$ cat src/hdl/cmsr_pkg.sv
// Shared constants and carrier types for the clock monitor and skew bank
package cmsr_pkg;

  //////////////////////////////////////////////////////////////////////////
  // Register offsets on the configuration port
  localparam logic [7:0] ADDR_MODE_HI = 8'h8a;
  localparam logic [7:0] ADDR_LOW_FOS = 8'h8b;
  localparam logic [7:0] ADDR_SKEW1 = 8'h8c;
  localparam logic [7:0] ADDR_SKEW2 = 8'h8d;
  localparam logic [7:0] ADDR_SKEW3 = 8'h8e;
  localparam logic [7:0] ADDR_SKEW4 = 8'h8f;

  //////////////////////////////////////////////////////////////////////////
  // Field positions
  localparam int MODE_HI_LSB = 0;
  localparam int MODE_LO_LSB = 4;
  localparam int FOS_EN_LSB = 0;
  localparam int NUM_INPUTS = 4;
  localparam int NUM_OUTPUTS = 4;

  //////////////////////////////////////////////////////////////////////////
  // Reset values
  localparam logic [3:0] RST_MODE_HI = 4'h0;
  localparam logic [7:0] RST_LOW_FOS = 8'hff;
  localparam logic [7:0] RST_SKEW1 = 8'h00;
  localparam logic [7:0] RST_SKEW2 = 8'h01;
  localparam logic [7:0] RST_SKEW3 = 8'h00;
  localparam logic [7:0] RST_SKEW4 = 8'h00;
  localparam logic [7:0] RST_RD_DATA = 8'h00;

  //////////////////////////////////////////////////////////////////////////
  // Absence detection modes
  localparam logic [1:0] MODE_OFF = 2'h0;
  localparam logic [1:0] MODE_RSVD = 2'h1;
  localparam logic [1:0] MODE_SLOW = 2'h2;
  localparam logic [1:0] MODE_NORMAL = 2'h3;

  //////////////////////////////////////////////////////////////////////////
  // Detector timing
  localparam int CLK_PERIOD_NS = 40;
  localparam int NORM_ABS_NS = 400;
  localparam int SLOW_ABS_NS = 1600;
  localparam logic [7:0] NORM_ABS_CYC = 8'(NORM_ABS_NS / CLK_PERIOD_NS);
  localparam logic [7:0] SLOW_ABS_CYC = 8'(SLOW_ABS_NS / CLK_PERIOD_NS);

  //////////////////////////////////////////////////////////////////////////
  // Carrier types
  typedef struct packed {
    logic wr_en;
    logic rd_en;
    logic [7:0] addr;
    logic [7:0] wdata;
  } cmsr_req_t;

  typedef enum logic [1:0] {
    DET_IDLE,
    DET_WATCH,
    DET_ABSENT
  } cmsr_det_state_t;

endpackage

$ cat src/hdl/cmsr_bank.sv
// Clock monitor configuration and output skew register bank
// How it works
// - Absence mode high bits in 0x8a[3:0], low bits in 0x8b[7:4].
// - Mode 00 off, 01 reserved, 10 slow detector, 11 normal detector.
// - Slow detector needs a longer quiet run than normal one.
// - One frequency offset enable per input in 0x8b[3:0], 1 enables.
// - Reset loads 0x8b with all ones, all offset monitors enabled.
// - Each output skew is an 8-bit signed offset in divider clocks.
// - Reset sets output two skew to one divider clock.
// - Reset sets output three skew to zero.
`timescale 1ns/1ps

module cmsr_bank
  import cmsr_pkg::*;
(
  input wire logic i_clk_sys,
  input wire logic i_resetn,
  input wire cmsr_req_t i_cfg_req,
  input wire logic [3:0] i_clk_activity,
  output logic [7:0] o_rd_data,
  output logic o_rd_valid,
  output logic [3:0][1:0] o_absence_mode,
  output logic [3:0] o_freq_offset_enable,
  output logic [3:0] o_input_absence,
  output logic signed [3:0][7:0] o_phase_offset
);

  //////////////////////////////////////////////////////////////////////////
  // Bank state, kept as one record
  typedef struct packed {
    logic [3:0] mode_hi;
    logic [7:0] low_fos;
    logic [3:0][7:0] skew;
    logic [7:0] rd_data;
    logic rd_valid;
  } cmsr_bank_t;

  cmsr_bank_t s_q;
  cmsr_bank_t s_d;

  //////////////////////////////////////////////////////////////////////////
  // Register writes and read-back
  always_comb begin
    s_d = s_q;
    s_d.rd_valid = 1'b0;
    // Writes land on the edge that takes them
    if (i_cfg_req.wr_en) begin
      case (i_cfg_req.addr)
        ADDR_MODE_HI: begin
          // Upper nibble dropped: it holds nothing
          s_d.mode_hi = i_cfg_req.wdata[3:0];
        end
        ADDR_LOW_FOS: begin
          s_d.low_fos = i_cfg_req.wdata;
        end
        ADDR_SKEW1: begin
          s_d.skew[0] = i_cfg_req.wdata;
        end
        ADDR_SKEW2: begin
          s_d.skew[1] = i_cfg_req.wdata;
        end
        ADDR_SKEW3: begin
          s_d.skew[2] = i_cfg_req.wdata;
        end
        ADDR_SKEW4: begin
          s_d.skew[3] = i_cfg_req.wdata;
        end
        default: begin
          s_d.mode_hi = s_q.mode_hi;
        end
      endcase
    end
    // A read in the same cycle as a write returns the old value
    if (i_cfg_req.rd_en) begin
      s_d.rd_valid = 1'b1;
      case (i_cfg_req.addr)
        ADDR_MODE_HI: begin
          s_d.rd_data = {4'h0, s_q.mode_hi};
        end
        ADDR_LOW_FOS: begin
          s_d.rd_data = s_q.low_fos;
        end
        ADDR_SKEW1: begin
          s_d.rd_data = s_q.skew[0];
        end
        ADDR_SKEW2: begin
          s_d.rd_data = s_q.skew[1];
        end
        ADDR_SKEW3: begin
          s_d.rd_data = s_q.skew[2];
        end
        ADDR_SKEW4: begin
          s_d.rd_data = s_q.skew[3];
        end
        default: begin
          // Unmapped addresses read as zero
          s_d.rd_data = 8'h00;
        end
      endcase
    end
  end

  //////////////////////////////////////////////////////////////////////////
  // State register with its reset values
  always_ff @(posedge i_clk_sys or negedge i_resetn) begin
    if (!i_resetn) begin
      s_q.mode_hi <= RST_MODE_HI;
      s_q.low_fos <= RST_LOW_FOS;
      s_q.skew[0] <= RST_SKEW1;
      s_q.skew[1] <= RST_SKEW2;
      s_q.skew[2] <= RST_SKEW3;
      s_q.skew[3] <= RST_SKEW4;
      s_q.rd_data <= RST_RD_DATA;
      s_q.rd_valid <= 1'b0;
    end else begin
      s_q <= s_d;
    end
  end

  //////////////////////////////////////////////////////////////////////////
  // Read port outputs
  assign o_rd_data = s_q.rd_data;
  assign o_rd_valid = s_q.rd_valid;

  //////////////////////////////////////////////////////////////////////////
  // Per-input fields and detectors
  // Mode bits are split across two registers, so each half takes effect
  // on its own write and the mode is whole only once both writes have landed.
  for (genvar i = 0; i < NUM_INPUTS; i++) begin : g_in
    assign o_absence_mode[i] = {s_q.mode_hi[MODE_HI_LSB + i],
                                s_q.low_fos[MODE_LO_LSB + i]};
    assign o_freq_offset_enable[i] = s_q.low_fos[FOS_EN_LSB + i];

    // Reserved code 01 arms nothing, same as off
    cmsr_absence_det u_det (
      .i_clk_sys(i_clk_sys),
      .i_resetn(i_resetn),
      .i_mode(o_absence_mode[i]),
      .i_activity(i_clk_activity[i]),
      .o_absent(o_input_absence[i])
    );
  end

  //////////////////////////////////////////////////////////////////////////
  // Skew fields handed to the phase datapath as signed values
  for (genvar k = 0; k < NUM_OUTPUTS; k++) begin : g_out
    assign o_phase_offset[k] = s_q.skew[k];
  end
endmodule

$ cat src/hdl/cmsr_absence_det.sv
// Per-input absence detector with normal and slow variants
`timescale 1ns/1ps

module cmsr_absence_det
  import cmsr_pkg::*;
(
  input wire logic i_clk_sys,
  input wire logic i_resetn,
  input wire logic [1:0] i_mode,
  input wire logic i_activity,
  output logic o_absent
);

  typedef struct packed {
    cmsr_det_state_t st;
    logic [1:0] mode;
    logic [7:0] quiet;
    logic absent;
  } cmsr_det_t;

  cmsr_det_t s_q;
  cmsr_det_t s_d;
  logic [7:0] limit;
  logic armed;

  ////////////////////////////////////////////////////////////////////////
  // Slow variant waits longer, so short gaps never raise it
  assign limit = (i_mode == MODE_SLOW) ? SLOW_ABS_CYC : NORM_ABS_CYC;
  assign armed = (i_mode == MODE_SLOW) || (i_mode == MODE_NORMAL);

  // Next state; a mode change restarts the watch from scratch
  always_comb begin
    s_d = s_q;
    s_d.mode = i_mode;
    case (s_q.st)
      DET_IDLE: begin
        s_d.quiet = 8'h00;
        s_d.absent = 1'b0;
        if (armed) begin
          s_d.st = DET_WATCH;
        end
      end
      DET_WATCH: begin
        if (!armed || i_mode != s_q.mode) begin
          s_d.st = DET_IDLE;
          s_d.quiet = 8'h00;
        end else if (i_activity) begin
          s_d.quiet = 8'h00;
        end else if (s_q.quiet == limit - 8'h01) begin
          s_d.absent = 1'b1;
          s_d.st = DET_ABSENT;
        end else begin
          s_d.quiet = s_q.quiet + 8'h01;
        end
      end
      DET_ABSENT: begin
        if (!armed || i_mode != s_q.mode) begin
          s_d.st = DET_IDLE;
          s_d.absent = 1'b0;
        end else if (i_activity) begin
          s_d.absent = 1'b0;
          s_d.quiet = 8'h00;
          s_d.st = DET_WATCH;
        end
      end
      default: begin
        s_d.st = DET_IDLE;
        s_d.absent = 1'b0;
      end
    endcase
  end

  // State register
  always_ff @(posedge i_clk_sys or negedge i_resetn) begin
    if (!i_resetn) begin
      s_q <= '{st: DET_IDLE, mode: MODE_OFF, quiet: 8'h00, absent: 1'b0};
    end else begin
      s_q <= s_d;
    end
  end

  assign o_absent = s_q.absent;
endmodule

$ cat config.mk
export PLATFORM = sky130hd
export DESIGN_NAME = cmsr_bank
export DESIGN_NICKNAME = d
export VERILOG_FILES = /design/src/hdl/cmsr_pkg.sv /design/src/hdl/cmsr_bank.sv /design/src/hdl/cmsr_absence_det.sv
export SDC_FILE = /design/constraint.sdc
export NUM_CORES = 1
export LEC_CHECK = 0
export ABC_CLOCK_PERIOD_IN_PS = 1990
export BUFFER_PORTS_ARGS = -buffer_cell sky130_fd_sc_hd__buf_2
export CORE_ASPECT_RATIO = 1.5
export CORE_MARGIN = 2
export CORE_UTILIZATION = 50
export CTS_CLUSTER_DIAMETER = 80
export DETAILED_ROUTE_END_ITERATION = 16
export PLACE_DENSITY = 0.75
export SLEW_MARGIN = 10
export SYNTH_ARGS = -nofsm -noshare
export SYNTH_HDL_FRONTEND = slang
export SYNTH_SLANG_ARGS = --single-unit
$ cat constraint.sdc
create_clock -name i_clk_sys -period 1.99 [get_ports i_clk_sys]
set_input_delay 0.199 -clock i_clk_sys [delete_from_list [all_inputs] [get_ports i_clk_sys]]
set_output_delay 0.199 -clock i_clk_sys [all_outputs]
set_load 0.03 [all_outputs]
==> flow_metrics.tcl <==
set metrics [dict create \
    gp_congestion 0.893 \
    drc 0 \
    grt_max_degree 106 \
    grt-ovfl-total 0 \
    period_minus_slack_ns 2.00 \
    groute.usage.overall_pct 22.7 \
    totalWireLength_mm 12.3 \
    reg2reg_from "o_absence_mode[0]" \
    timing.final.ws_setup_ns -0.00578 \
    antenna_found_initial 0 \
    min_path_type "input port to flip-flop" \
    cp-end-kind "flip-flop" \
    clkLatencyLatePin_ns 0.34 \
    slew_headroom_pct 62.7 \
    netlist_area_um2 5310 \
    root_buffer "clkbuf_16" \
    hold_depth 2 \
    rr_worst_depth 5 \
    max_slew.worst_pin.slew_ns 0.556 \
    cp_max_fo 7 \
    synth_cell_type_count 62 \
    detail_route.iter0.violations 165 \
    min_period_over_period_pct 100 \
    peakVddDrop_v 0.000526 \
    setup_violations 1 \
    hold_viol 0 \
    vias 4156 \
    synthFlopType "dfrtp_1" \
    clock_path_buffers 2 \
    firstDrtPassIters 4 \
    synth-seq-area-share_pct 49.7 \
    whs_ns 0.0930 \
    initial_core_util_pct 50.7 \
    leakagePower_nw 3.02 \
    fin_tns_setup_ns -0.00578 \
    crit_start "o_absence_mode[0]" \
    rsz0062_at_grt "true" \
    die_w_um 88.2 \
    ios 81 \
    dieHeight_um 130 \
    ant_nets 0 \
    slew_viol_final 0 \
    grt_pass1_vias 4184 \
    synth_edf_count 0 \
    h-tree-depth 3 \
    n_antenna_cell 0 \
    grt_pass1_wl_mm 20.3 \
    cts_tree "built" \
    drive_gt1_share_pct 36.2 \
    synth_seq_cells 105 \
    worstPathRequired_ns 2.25 \
    coreArea_um2 10500 \
    worstSetupPathType "flip-flop to flip-flop" \
    stdcell_count 730 \
    numCtsBuffers 9 \
    ff2ff_setup_slack_ns -0.006 \
    yosysWarningCount 0 \
    wl_per_cell_um 16.8 \
    fmax_mhz 501 \
    start_kind "flip-flop" \
    syn_to_final_growth_pct 20.3 \
    cap_violations 0 \
    r2r_end "g_in[0].u_det.s_q[2]" \
    critical_path_arrival_ns 2.25 \
    fillers 871 \
    violations "negative setup slack" \
    min_from "i_clk_activity[3]" \
    path_clk_slew_ns 0.07 \
    status "finished with violations" \
    skew_ns 0.00611 \
    powerDensity_nw_per_um2 710 \
    final_common_cell "dfrtp_1" \
    async_flop_share_pct 100 \
    floorplan.die_area_um2 11500 \
    worstHoldEndpoint "g_in[3].u_det.s_q[12]" \
    io_buffers 80 \
    dp_hpwl_mm 8.96 \
    layout_common_cells "96 x dfrtp_1, 79 x buf_2, 50 x mux2_2" \
    syn_area_per_cell_um2 11.2 \
    nets 609 \
    syn-instance-count 476 \
    rows 46 \
    syn_nets 504 \
    placed_cells 709 \
    via_per_inst 5.69 \
    clock_sinks 105 \
]
## critical path: stages, from the launching register on
cell and delay [ns]:
dfstp_2 0.54, nor2b_2 0.05, or4b_4 0.49, a211oi_4 0.30, a41o_4 0.31, mux2i_1 0.22
## timing repair
item	in CTS	in global routing
hold endpoints to repair	96	0
buffers inserted	1	3
pin swaps	1	4
hold buffers	1	0
endpoints found under the setup margin	1	8
resized for setup	1	5
## sequential cells by signal (all words and copies together), names as in the netlist
signal                flops
o_phase_offset           32
o_rd_valid                1
g_in.u_det.s_q           48
o_rd_data                 8
g_in.u_det.o_absent       4
o_freq_offset_enable      4
o_absence_mode            8
## cells in the mapped netlist (3+ instances only)
cell type	number	area (µm²)
mux4_2	6	135
dfrtp_1	96	2400
inv_1	17	63.8
o22ai_1	5	31.3
xnor2_1	4	35.0
o21ai_0	29	145
nor2_1	29	109
nand3_1	16	80.1
a211o_2	3	30.0
buf_4	12	90.1
a31oi_1	7	43.8
and3_1	10	62.6
mux2i_1	5	50.1
clkbuf_1	6	22.5
a22o_1	5	43.8
nor4b_1	4	35.0
nand2_1	32	120
nand2b_1	7	43.8
xor2_1	10	87.6
ha_1	4	50.1
a21oi_1	13	65.1
nand4_1	8	50.1
o31ai_1	5	37.5
or4_1	4	30.0
a22oi_1	6	45.0
dfstp_2	9	236
and2_1	7	43.8
mux2_2	50	563
nor3_1	10	50.1
nor2b_1	14	87.6
## cells by family (layout without fill, tap and decap cells)
kind of cell | count (synthesis) | count (layout) | share of synthesized area [%]
AND/OR/NAND/NOR | 160 | 160 | 17.1
flip-flops | 105 | 105 | 49.7
AO/OA/AOI/OAI | 94 | 94 | 12.4
multiplexers | 61 | 61 | 14.1
buffers and inverters | 38 | 148 | 3.58
XOR/XNOR | 14 | 14 | 2.31
adder cells (fa/ha/maj) | 4 | 4 | 0.942
## cell type report
type | count | area (µm²) | area share [%]
Multi-Input combinational cell | 333 | 2510 | 39.3
Clock inverter | 3 | 65.1 | 1.02
Clock buffer | 13 | 250 | 3.92
Sequential cell | 105 | 2640 | 41.3
Timing Repair Buffer | 115 | 681 | 10.7
Inverter | 17 | 63.8 | 0.999
Tap cell | 144 | 180 | 2.82
## stage by stage
stage	area [µm²]	utilization [%]	total power, mW	worst slack, ns
3_3_place_gp	6010	57.3	2.67	0.0287
5_1_grt	6390	61.0	4.69	-0.0616
3_5_place_dp	6010	57.3	2.68	-0.0330
4_1_cts	6350	60.6	4.57	0.00374
6_report	6390	61.0	4.53	-0.00578
2_1_floorplan	5310	-	2.50	0.0419
## routing by layer
layer	part of all wire [%]	wire, µm	global-route usage (%)
met1	40	4930	27.7
met2	54	6650	39.5
met3	3.7	459	4.68
met4	2.0	250	8.38
met5	0	0	0
## worst max path at each step
stage	cells past startpoint	endpoint
2_1_floorplan	5	g_in[0].u_det.s_q[2]
3_3_place_gp	5	g_in[0].u_det.s_q[2]
3_5_place_dp	5	g_in[0].u_det.s_q[2]
4_1_cts	5	g_in[0].u_det.s_q[2]
5_1_grt	5	g_in[0].u_det.s_q[2]
6_report	5	g_in[0].u_det.s_q[2]
## report_power, final
| part | switching [mW] | internal, mW |
|---|---|---|
| clock network | 0.753 | 1.14 |
| logic | 0.258 | 0.143 |
| registers | 0.0472 | 2.20 |
| total | 1.06 | 3.48 |
Power figures use the tool's default switching activity.
